[src/rtl/status_flags_pkg.sv]
// Package with register map, field positions, reset values and encodings of the status and fault block.
package status_flags_pkg;
   localparam logic [11:0] OFS_STATUS_WORD  = 12'h000;
   localparam logic [11:0] OFS_MODE_CTRL    = 12'h004;
   localparam logic [11:0] OFS_INT_STATE    = 12'h008;
   localparam logic [11:0] OFS_COPROC_EN    = 12'h00c;
   localparam logic [11:0] OFS_COPROC_PRES  = 12'h010;
   localparam logic [11:0] OFS_FAULT_STATUS = 12'h014;

   localparam int BIT_NEG  = 31;
   localparam int BIT_ZERO = 30;
   localparam int BIT_CARRY = 29;
   localparam int BIT_OVF  = 28;
   localparam int BIT_SAT  = 27;
   localparam int GE_LSB   = 16;
   localparam int GE_W     = 4;

   localparam int BIT_UNPRIV   = 0;
   localparam int BIT_DEFER_SET = 28;
   localparam int BIT_DEFER_CLR = 27;

   localparam int BIT_F_ABSENT_COPROCESSOR_FAULT   = 0;
   localparam int BIT_F_UNDEF  = 1;
   localparam int BIT_F_STATE  = 2;
   localparam int BIT_F_SVC    = 3;
   localparam int BIT_F_DBG    = 4;
   localparam int BIT_F_IMPREC = 5;
   localparam int FAULT_W      = 6;

   localparam int NUM_COPROC   = 16;
   localparam logic [3:0] FP_COPROC_LOW  = 4'ha;
   localparam logic [3:0] FP_COPROC_HIGH = 4'hb;

   localparam logic [31:0] STATUS_RESET  = 32'h0000_0000;
   localparam logic [15:0] COPROC_EN_RST = 16'h0000;
   localparam logic [31:0] UNMAPPED_DATA = 32'h0000_0000;

   typedef enum logic [1:0] {
      FLAG_NONE,
      FLAG_ADD,
      FLAG_SUB,
      FLAG_LOGIC
   } flag_op_t;

   typedef enum logic {
      MODE_THREAD,
      MODE_HANDLER
   } exec_mode_t;
endpackage

[src/rtl/status_flags_and_fault_causes.sv]
// Status flag word, execution mode and exception cause logic with an APB register slave.
//
// Local design decisions: the placing of the registers and the APB register port.
`timescale 1ns/1ps
// What this block does
// - Negative flag takes result bit 31 on a flag-setting instruction.
// - Zero flag is one for an all-zero result, else zero.
// - Carry flag is set when a flag-setting instruction produces carry.
// - Overflow flag is set on signed overflow of a flag-setting instruction.
// - Saturation flag sticks at one when a clamp instruction alters its input.
// - With signal-processing option, multiply overflow also sets saturation.
// - With signal-processing option, lane results update the four greater-equal flags.
// - Without the option, greater-equal positions are reserved and read zero.
// - Reset enters thread mode; privilege follows configuration.
// - Handlers run in handler mode and always privileged.
// - Supervisor call instruction in thread mode raises supervisor-call exception.
// - Deferred service pends only by writing its set bit.
// - Undefined instruction or execution-state error raises misuse fault.
// - Debug events, breakpoint included, raise debug watch exception.
// - Interrupts are treated as asynchronous to the instruction stream.
// - Faults report with their instruction; some system errors report imprecisely.
// - Sixteen coprocessor slots; without support all are absent.
// - Instruction to absent or disabled coprocessor raises absent-coprocessor fault.
// - Unknown instruction to a present, enabled coprocessor raises unknown-op fault.
// - Subtraction carry is one exactly when no unsigned borrow occurs.
module status_flags_and_fault_causes
   import status_flags_pkg::*;
#(
   parameter bit          DSP_PRESENT    = 1'b1,
   parameter bit          COPROC_SUPPORT = 1'b1,
   parameter logic [15:0] COPROC_PRESENT = 16'h0c00
) (
   input  wire logic        pclk,
   input  wire logic        presetn,
   input  wire logic        psel,
   input  wire logic        penable,
   input  wire logic        pwrite,
   input  wire logic [11:0] paddr,
   input  wire logic [31:0] pwdata,
   output logic             pready,
   output logic [31:0]      prdata,
   output logic             pslverr,
   input  wire logic        instr_done,
   input  wire flag_op_t    instr_flag_op,
   input  wire logic [31:0] instr_op_a,
   input  wire logic [31:0] instr_op_b,
   input  wire logic        instr_carry_in,
   input  wire logic [31:0] instr_logic_result,
   input  wire logic        instr_logic_carry,
   input  wire logic        clamp_altered,
   input  wire logic        mult_overflow,
   input  wire logic        lane_update,
   input  wire logic [3:0]  lane_ge_results,
   input  wire logic        supervisor_call_instr,
   input  wire logic        undefined_instr,
   input  wire logic        exec_state_error,
   input  wire logic        breakpoint_instr,
   input  wire logic        debug_event,
   input  wire logic        imprecise_error,
   input  wire logic        coproc_instr,
   input  wire logic [3:0]  coproc_num,
   input  wire logic        coproc_unknown,
   input  wire logic        handler_enter,
   input  wire logic        handler_return,
   output logic [31:0]      program_status_word,
   output logic             handler_mode,
   output logic             privileged,
   output logic             svc_exception,
   output logic             deferred_service_exception,
   output logic             misuse_fault,
   output logic             absent_coprocessor_fault,
   output logic             unknown_op_fault,
   output logic             debug_watch_exception,
   output logic             fault_precise,
   output logic             imprecise_fault
);

   function automatic logic [32:0] add_carry(input logic [31:0] a, input logic [31:0] b, input logic cin);
      add_carry = {1'b0, a} + {1'b0, b} + {32'h0000_0000, cin};
   endfunction

   function automatic logic reg_hit(input logic [11:0] addr, input logic [11:0] ofs);
      reg_hit = (addr == ofs);
   endfunction

   logic [31:0]         status_q;
   exec_mode_t          mode_q;
   logic                unpriv_q;
   logic                defer_pend_q;
   logic [15:0]         coproc_en_q;
   logic [FAULT_W-1:0]  fault_q;
   logic [31:0]         prdata_q;
   logic [31:0]         status_d;
   logic [32:0]         sum;
   logic [31:0]         op_b;
   logic [31:0]         res;
   logic                cout;
   logic                ovf;
   logic                wr_acc;
   logic                rd_acc;
   logic                mapped;
   logic [15:0]         coproc_avail;
   logic                cp_absent;
   logic                cp_unknown;
   logic                thread_svc;
   logic                deferred_set_wr;

   assign wr_acc = psel & penable & pwrite;
   assign rd_acc = psel & penable & ~pwrite;
   assign pready = 1'b1;
   assign mapped = reg_hit(paddr, OFS_STATUS_WORD) | reg_hit(paddr, OFS_MODE_CTRL)
                 | reg_hit(paddr, OFS_INT_STATE) | reg_hit(paddr, OFS_COPROC_EN)
                 | reg_hit(paddr, OFS_COPROC_PRES) | reg_hit(paddr, OFS_FAULT_STATUS);
   assign pslverr = psel & penable & ~mapped;
   assign prdata = prdata_q;

   // Subtraction adds the inverted operand so carry acts as not-borrow.
   assign op_b = (instr_flag_op == FLAG_SUB) ? ~instr_op_b : instr_op_b;
   assign sum  = add_carry(instr_op_a, op_b, instr_carry_in);
   assign res  = (instr_flag_op == FLAG_LOGIC) ? instr_logic_result : sum[31:0];
   assign cout = (instr_flag_op == FLAG_LOGIC) ? instr_logic_carry : sum[32];
   assign ovf  = (instr_flag_op != FLAG_LOGIC) & (instr_op_a[31] == op_b[31]) & (sum[31] != instr_op_a[31]);

   always_comb begin
      status_d = status_q;
      if (instr_done && instr_flag_op != FLAG_NONE) begin
         status_d[BIT_NEG]   = res[31];
         status_d[BIT_ZERO]  = (res == 32'h0000_0000);
         status_d[BIT_CARRY] = cout;
         if (instr_flag_op != FLAG_LOGIC) begin
            status_d[BIT_OVF] = ovf;
         end
      end
      if (instr_done && lane_update && DSP_PRESENT) begin
         status_d[GE_LSB +: GE_W] = lane_ge_results;
      end
      if (wr_acc && reg_hit(paddr, OFS_STATUS_WORD)) begin
         status_d[BIT_NEG:BIT_SAT] = pwdata[BIT_NEG:BIT_SAT];
         if (DSP_PRESENT) begin
            status_d[GE_LSB +: GE_W] = pwdata[GE_LSB +: GE_W];
         end
      end
      // Hardware saturation wins over a software clear in the same cycle.
      if (instr_done && (clamp_altered || (DSP_PRESENT && mult_overflow))) begin
         status_d[BIT_SAT] = 1'b1;
      end
      if (!DSP_PRESENT) begin
         status_d[GE_LSB +: GE_W] = 4'h0;
      end
   end

   always_ff @(posedge pclk or negedge presetn) begin
      if (!presetn) begin
         status_q <= STATUS_RESET;
      end else begin
         status_q <= status_d;
      end
   end
   assign program_status_word = status_q;

   always_ff @(posedge pclk or negedge presetn) begin
      if (!presetn) begin
         mode_q <= MODE_THREAD;
      end else if (handler_enter) begin
         mode_q <= MODE_HANDLER;
      end else if (handler_return) begin
         mode_q <= MODE_THREAD;
      end
   end

   always_ff @(posedge pclk or negedge presetn) begin
      if (!presetn) begin
         unpriv_q <= 1'b0;
      end else if (wr_acc && reg_hit(paddr, OFS_MODE_CTRL) && mode_q == MODE_THREAD) begin
         unpriv_q <= pwdata[BIT_UNPRIV];
      end
   end
   assign handler_mode = (mode_q == MODE_HANDLER);
   assign privileged   = handler_mode | ~unpriv_q;

   assign deferred_set_wr = wr_acc & reg_hit(paddr, OFS_INT_STATE) & pwdata[BIT_DEFER_SET];
   always_ff @(posedge pclk or negedge presetn) begin
      if (!presetn) begin
         defer_pend_q <= 1'b0;
      end else if (deferred_set_wr) begin
         defer_pend_q <= 1'b1;
      end else if (wr_acc && reg_hit(paddr, OFS_INT_STATE) && pwdata[BIT_DEFER_CLR]) begin
         defer_pend_q <= 1'b0;
      end
   end
   assign deferred_service_exception = defer_pend_q;

   always_ff @(posedge pclk or negedge presetn) begin
      if (!presetn) begin
         coproc_en_q <= COPROC_EN_RST;
      end else if (wr_acc && reg_hit(paddr, OFS_COPROC_EN)) begin
         coproc_en_q <= pwdata[NUM_COPROC-1:0];
      end
   end

   assign coproc_avail = COPROC_SUPPORT ? COPROC_PRESENT : 16'h0000;
   assign cp_absent  = instr_done & coproc_instr
                     & ~(coproc_avail[coproc_num] & coproc_en_q[coproc_num]);
   assign cp_unknown = instr_done & coproc_instr & coproc_unknown
                     & coproc_avail[coproc_num] & coproc_en_q[coproc_num];
   assign thread_svc = instr_done & supervisor_call_instr & (mode_q == MODE_THREAD);

   // Synchronous causes pulse in the cycle their instruction completes.
   assign svc_exception            = thread_svc;
   assign absent_coprocessor_fault = cp_absent;
   assign unknown_op_fault         = cp_unknown | (instr_done & undefined_instr & ~coproc_instr);
   assign misuse_fault             = absent_coprocessor_fault | unknown_op_fault
                                   | (instr_done & exec_state_error);
   assign debug_watch_exception    = debug_event | (instr_done & breakpoint_instr);
   assign fault_precise            = misuse_fault;
   assign imprecise_fault          = imprecise_error;

   always_ff @(posedge pclk or negedge presetn) begin
      if (!presetn) begin
         fault_q <= '0;
      end else begin
         for (int i = 0; i < FAULT_W; i++) begin
            if (wr_acc && reg_hit(paddr, OFS_FAULT_STATUS) && pwdata[i]) begin
               fault_q[i] <= 1'b0;
            end
         end
         if (cp_absent) fault_q[BIT_F_ABSENT_COPROCESSOR_FAULT] <= 1'b1;
         if (unknown_op_fault) fault_q[BIT_F_UNDEF] <= 1'b1;
         if (instr_done && exec_state_error) fault_q[BIT_F_STATE] <= 1'b1;
         if (thread_svc) fault_q[BIT_F_SVC] <= 1'b1;
         if (debug_watch_exception) fault_q[BIT_F_DBG] <= 1'b1;
         if (imprecise_error) fault_q[BIT_F_IMPREC] <= 1'b1;
      end
   end

   always_ff @(posedge pclk or negedge presetn) begin
      if (!presetn) begin
         prdata_q <= 32'h0000_0000;
      end else if (psel && !penable && !pwrite) begin
         unique case (1'b1)
            reg_hit(paddr, OFS_STATUS_WORD):  prdata_q <= status_q;
            reg_hit(paddr, OFS_MODE_CTRL):    prdata_q <= {30'h0, handler_mode, unpriv_q};
            reg_hit(paddr, OFS_INT_STATE):    prdata_q <= {3'h0, defer_pend_q, 28'h000_0000};
            reg_hit(paddr, OFS_COPROC_EN):    prdata_q <= {16'h0000, coproc_en_q};
            reg_hit(paddr, OFS_COPROC_PRES):  prdata_q <= {16'h0000, coproc_avail};
            reg_hit(paddr, OFS_FAULT_STATUS): prdata_q <= {26'h0, fault_q};
            default:                          prdata_q <= UNMAPPED_DATA;
         endcase
      end
   end
endmodule

[config.mk]
export PLATFORM = sky130hd
export DESIGN_NAME = status_flags_and_fault_causes
export DESIGN_NICKNAME = d
export VERILOG_FILES = /design/src/rtl/status_flags_pkg.sv /design/src/rtl/status_flags_and_fault_causes.sv
export SDC_FILE = /design/constraint.sdc
export NUM_CORES = 1
export LEC_CHECK = 0
export BUFFER_PORTS_ARGS = -buffer_cell sky130_fd_sc_hd__buf_2
export CORE_AREA = 5 5 120 122
export DETAILED_ROUTE_END_ITERATION = 10
export DIE_AREA = 0 0 125 127
export MAX_ROUTING_LAYER = met4
export PLACE_DENSITY = 0.8
export REMOVE_ABC_BUFFERS = 1
export SLEW_MARGIN = 20
export SYNTH_ARGS = -nofsm -noshare
export SYNTH_HDL_FRONTEND = slang
export SYNTH_SLANG_ARGS = --single-unit
[constraint.sdc]
create_clock -name pclk -period 2.3 [get_ports pclk]
set_clock_uncertainty 0.05 [all_clocks]
set_input_delay 0.46 -clock pclk [delete_from_list [all_inputs] [get_ports pclk]]
set_output_delay 0.46 -clock pclk [all_outputs]
set_load 0.05 [all_outputs]
# After elaboration in Yosys (flattened, before gate mapping)
# Memories as Yosys holds them, arrays and structs flattened.
# Cells that the tools add are included.
[word_totals]
reg_bits = 66
latchBits = 0
mem_bits_rw = 0
romBits = 16
input_bits = 171
output_inout_bits = 76
word_cells = 131
memories = 1
[memory_table]
columns = ["memory", "words", "width", "rd", "rd_clocked_by_memory_dff", "write_ports", "line", "text"]
rows = [
  ["(no name shown)", 16, 1, 1, 0, 0, "status_flags_and_fault_causes.sv:205", "& coproc_avail[coproc_num] & coproc_en_q[coproc_num];"],
]
[op_classes]
add_sub_neg = 2
n_mul = 0
div = 0
order_cmp = 1
eq_ne = 10
shifts = 0
muxes = 29
bitwise_logic = 35
n_reduce_logical = 38
[op_table]
columns = ["operator", "n"]
rows = [
  ["case mux 32 bit (6 select lines)", 1],
  ["two-way mux 32 bit", 2],
  ["adder 32 x 32 -> 33 bit", 1],
  ["adder 33 x 1 -> 33 bit", 1],
  ["logical NOT 32 bit", 1],
  ["inverter 32 bit", 1],
  ["nonzero test 2 bit", 13],
  ["equality test 12 x 4 -> 1 bit, second input constant", 2],
  ["equality test 12 x 5 -> 1 bit, second input constant", 2],
  ["two-way mux 1 bit", 21],
  ["AND 1 bit", 19],
  ["logical AND 1 bit", 19],
  ["equality test 12 x 3 -> 1 bit, second input constant", 1],
  ["logical NOT 12 bit", 1],
  ["two-way mux 4 bit", 3],
  ["OR 1 bit", 10],
  ["less-than comparator 4 x 5 -> 1 bit, second input constant", 1],
  ["two-way mux 5 bit", 1],
  ["inverter 1 bit", 5],
  ["binary-select mux 1 bit (select 4 bit)", 1],
  ["equality test 2 bit, second input constant", 2],
  ["logical NOT 1 bit", 2],
  ["!= test 2 bit, second input constant", 1],
  ["AND reduction 2 bit", 1],
  ["other kinds (3)", 3],
]

# Depth between registers and ports, before layout
[logic_depth]
depth_word = 10
mapped_depth = 16
ltp_nobuf = 14

# Worst setup path before layout
# OpenSTA, ideal clock, no wires.
[synth_timing]
path_kind = "input -> register"
startpoint = "input port instr_flag_op[0]"
endpoint = "register status_q[30] (netlist: program_status_word[30])"
setup_ns = 0.076
t_arrival_ns = 3.524
t_required_ns = 2.174
setup_slack_ns = -1.350
stages = 15
n_path_buf = 3
cell_sequence = "nand2b_1 -> clkbuf_1 -> buf_1 -> xnor2_1 -> ha_1 -> buf_6 -> nand4_4 -> or2_2 -> o311ai_1 -> xnor2_1 -> nand4_1 -> nor4_1 -> a31oi_1 -> a2111o_1 -> o21ai_1"
[synth_between]
elab_chain_cells = 8
elab_cells_between_ends = 12
classes_between = "add/sub: 2; eq/ne: 2; mux: 4; reduce/logical: 4"
[synth_lines]
columns = ["element", "line", "text"]
rows = [
  ["start: declaration", "status_flags_and_fault_causes.sv:44", "input wire flag_op_t instr_flag_op,"],
  ["equality test 2 bit", "status_flags_and_fault_causes.sv:118", "assign op_b = (instr_flag_op == FLAG_SUB) ? ~instr_op_b : instr_op_b;"],
  ["two-way mux 32 bit", "status_flags_and_fault_causes.sv:118", ""],
  ["adder 32 x 32 -> 33 bit", "status_flags_and_fault_causes.sv:79", "add_carry = {1'b0, a} + {1'b0, b} + {32'h0000_0000, cin};"],
  ["adder 33 x 1 -> 33 bit", "status_flags_and_fault_causes.sv:79", ""],
  ["two-way mux 32 bit", "status_flags_and_fault_causes.sv:120", "assign res = (instr_flag_op == FLAG_LOGIC) ? instr_logic_result : sum[31:0];"],
  ["logical NOT 32 bit", "status_flags_and_fault_causes.sv:128", "status_d[BIT_ZERO] = (res == 32'h0000_0000);"],
  ["two-way mux 4 bit", "status_flags_and_fault_causes.sv:126", "if (instr_done && instr_flag_op != FLAG_NONE) begin"],
  ["two-way mux 5 bit", "status_flags_and_fault_causes.sv:137", "if (wr_acc && reg_hit(paddr, OFS_STATUS_WORD)) begin"],
  ["end signal: assignment", "status_flags_and_fault_causes.sv:156", "status_q <= status_d;"],
  ["end: declaration", "status_flags_and_fault_causes.sv:86", "logic [31:0] status_q;"],
]
# Several ways; a longest one is shown, not always the timed one. The select of a mux whose other input is x is not followed.
# A chain may end at the register's enable or synchronous reset.

# Final worst setup path
# Ends and elaborated chain as after synthesis.

==> results by group <==
Run status
  • Status: finished with violations
  • Failing checks: setup timing

Timing
  • Max_slew headroom: 0.592
  • RSZ-0062 raised after global routing: yes
  • Final hold viol count: 0
  • Final WS setup: -0.875 ns
  • Setup-failing EPs final: 4
  • Final period demand of the worst path: approximately 3.2 ns
  • Max Slew Vio Count: 0
  • Least-Margin Pin Slew: about 0.61 ns
  • Maximum clock rate: about 0.31 GHz
  • Period utilization: 1.38

Clock tree
  • Total CTS buffers: 9
  • Worst-case clock buffer depth: 2
  • Max H-tree Level: 3
  • Clk_lat worst skew: roughly 0.33 ns
  • TritonCTS clock tree: built
  • Clk sinks: slightly below 60
  • Root Buffer Master: clkbuf_16
  • Clock slew at reported path FFs: ~0.060 ns

Pwr
  • Switching Share: 0.356
  • Maximum vdd ir drop: roughly 240 uV
  • Power Density: 575 nW/um2
  • LEAKAGE: approximately 3.9 nW
  • Sequential group share of total power: 0.241
  • Switching power: 1.60 mW
  • Pint: approximately 2.9 mW
  • Gate power share: 0.439
  • Clk pwr share: 0.320
  • Power, Total: about 4.5 mW

Logic synthesis
  • Syn_area_per_cell: 8.45 um2
  • Sequential area share after synthesis: 0.280
  • Post-synth top flop: dfrtp_1
  • Synth area leaders: dfrtp_1, ha_1, xnor2_1, nand2_1, buf_4
  • Cell taking the most area after synthesis: dfrtp_1
  • Synth top area share: 0.280
  • Synth top cells by count: nand2_1, dfrtp_1, a21oi_1, xnor2_1, nor2_1
  • Synth Register Bits: 59
  • Mapped Cells: around 630
  • Async SR Flop Fraction: 1.00
  • Netlist area before placement: about 5300 um2
  • Post-synth EDFFs: 0
  • Distinct cells, synth: 67
  • Synth warn: 0
  • Most numerous cell in the Yosys netlist: nand2_1

Global routing
  • Vias in the first global route: around 5800
  • GRT Total Usage: 0.217
  • Remaining global-route overflow: 0
  • Largest net degree at the start of global routing: 60
  • Initial antenna violation count: 0
  • Global-route wire length before repair: 27.7 mm

Place
  • GPL Wtd Cong: 0.956
  • Hpwl dp: 14.7 mm
  • Placed Area: roughly 7300 um2
  • I/O Buffers: around 210

Cells and area
  • Seq. cell area: around 1500 um2
  • Fillcell total: about 1100
  • Antenna diodes: 0
  • Footprint of the multi-input gates: ~3600 um2
  • Layout cell share with drive strength beyond 1: 0.441
  • Fin nets: 1160
  • Layout area overhead: 48.6%
  • Finished Cell Area: 7850 um2

Detailed routing
  • DR DRC count: 0
  • Routed vias/inst: 5.13
  • DR WL/cell: 15.2 um
  • Final ANT Viol Nets: 0
  • Detailed Route Iter0 Violations: around 420
  • Drt pass-1 iters: 5
  • Vias: around 5800
  • Routed WL: between 15 and 20 mm

Floorplan
  • DIE AREA: 15900 um2
  • # rows: 42
  • Core Box Area: 13100 um2
  • Die H: 127 um
  • Die X: 125 um
  • Io pins: approximately 250
  • Initial Util: 0.403

Critical path
  • Reg-to-reg slack, setup: roughly 0.92 ns
  • Worst EP arrival: roughly 3.4 ns
  • Crit-path max FO: 20
  • Critical Path RT: between 2 and 3 ns
  • Critical path class: input port to flip-flop
  • Crit. End Element: flip-flop
  • Startpoint type of the worst setup path: input port

Hold path
  • Hold Crit Class: input port to asynchronous set/reset pin

Run
  • Count of max-cap constraint violations: 0
-- per-stage QoR --
| stage | utilization | hold slack, ns | instances | TNS (ns) | setup slack, ns |
|---|---|---|---|---|---|
| detailed placement | 0.557 | 0.414 | 1115 | -6.23 | -1.50 |
| floorplan | - | 0.114 | 601 | -12.04 | -2.17 |
| CTS | 0.594 | 0.0876 | 1135 | -2.85 | -0.842 |
| global route | 0.600 | 0.105 | 1136 | -3.62 | -1.03 |
| global placement | 0.557 | 0.408 | 1115 | -5.79 | -1.41 |
| finish | 0.600 | 0.0803 | 1136 | -3.05 | -0.875 |
-- worst paths after layout --
kind	start	to	cells past startpoint
setup / recovery	instr_flag_op[0]	program_status_word[30]	18
hold / removal	presetn	program_status_word[27]	2
setup reg to reg	coproc_en_q[11]	fault_q[1]	6
hold reg to reg	prdata[10]	prdata[10]	2
max in group asynchronous	presetn	coproc_en_q[0]	2
min in group pclk	handler_enter	handler_mode	2
-- power by group through the flow --
stage | clock [mW] | combinational, mW | sequential, mW
finish | 1.44 | 1.98 | 1.09
global route | 1.51 | 2.16 | 1.09
CTS | 1.47 | 1.95 | 1.09
detailed placement | 0 | 1.87 | 1.11
global placement | 0 | 1.85 | 1.11
floorplan | 0 | 0.991 | 1.18
-- cells by family after synthesis --
group / after synthesis / synth area share
multiplexers: 30 / 0.0614
buffers and inverters: 73 / 0.0841
AND/OR/NAND/NOR: 195 / 0.172
AO/OA/AOI/OAI: 181 / 0.233
adder cells (fa/ha/maj): 34 / 0.0834
flip-flops: 59 / 0.280
other: 2 / 0.00142
XOR/XNOR: 51 / 0.0846
-- worst max-delay path: stages --
cell and delay, ns:
buf_2 0.11, nand2b_4 0.16, buf_12 0.17, xnor2_1 0.13, ha_1 0.34, buf_4 0.14
a21oi_4 0.05, buf_6 0.13, o21ai_1 0.14, a21oi_2 0.06, buf_4 0.15, a211oi_4 0.31
a21oi_2 0.11, xnor2_1 0.15, nor3_2 0.17, a21oi_1 0.09, a2111o_1 0.39, o21ai_1 0.11
-- state kept, by name, indices dropped and copies added, names as in the netlist --
register,count
coproc_en_q,16
handler_mode,1
unpriv_q,1
deferred_service_exception,1
program_status_word,9
prdata,25
fault_q,6
-- layout make-up --
class / count / area share
Clock buffer: 9 / 0.0287
Clock inverter: 7 / 0.0128
Timing Repair Buffer: 343 / 0.270
Tap cell: 176 / 0.0281
Multi-Input combinational cell: 522 / 0.462
Inverter: 20 / 0.00957
Sequential cell: 59 / 0.188
-- per-layer routing --
metal,vias up,global-route usage,wire length (um)
li1,2865,-,-
met1,2644,0.251,7050
met2,276,0.383,8490
met3,40,0.0330,1290
met4,0,0.0823,461
met5,-,-,0
-- cell usage in the layout (no fill, tap or decap), drive strengths merged, types with 11 or more instances in the layout --
master | Yosys | routed
xnor2 | 44 | 44
a22o | 16 | 16
ha | 32 | 32
nand3 | 20 | 20
a21oi | 50 | 50
nand2 | 80 | 80
inv | 20 | 21
dfrtp | 59 | 59
mux2i | 11 | 11
a21o | 13 | 13
buf | 46 | 343
o21ai | 40 | 40
conb | 2 | 31
nor2 | 40 | 40
nor3 | 15 | 15
mux2 | 19 | 19
-- what timing repair did --
action                     in CTS  in global routing
setup buffers                   4                  1
hold buffers                    0                  0
resized for setup              37                 14
setup endpoints to repair       7                  7
pin swaps                      19                  7
gates cloned                    0                  0
(Power assumes the default switching activity.)
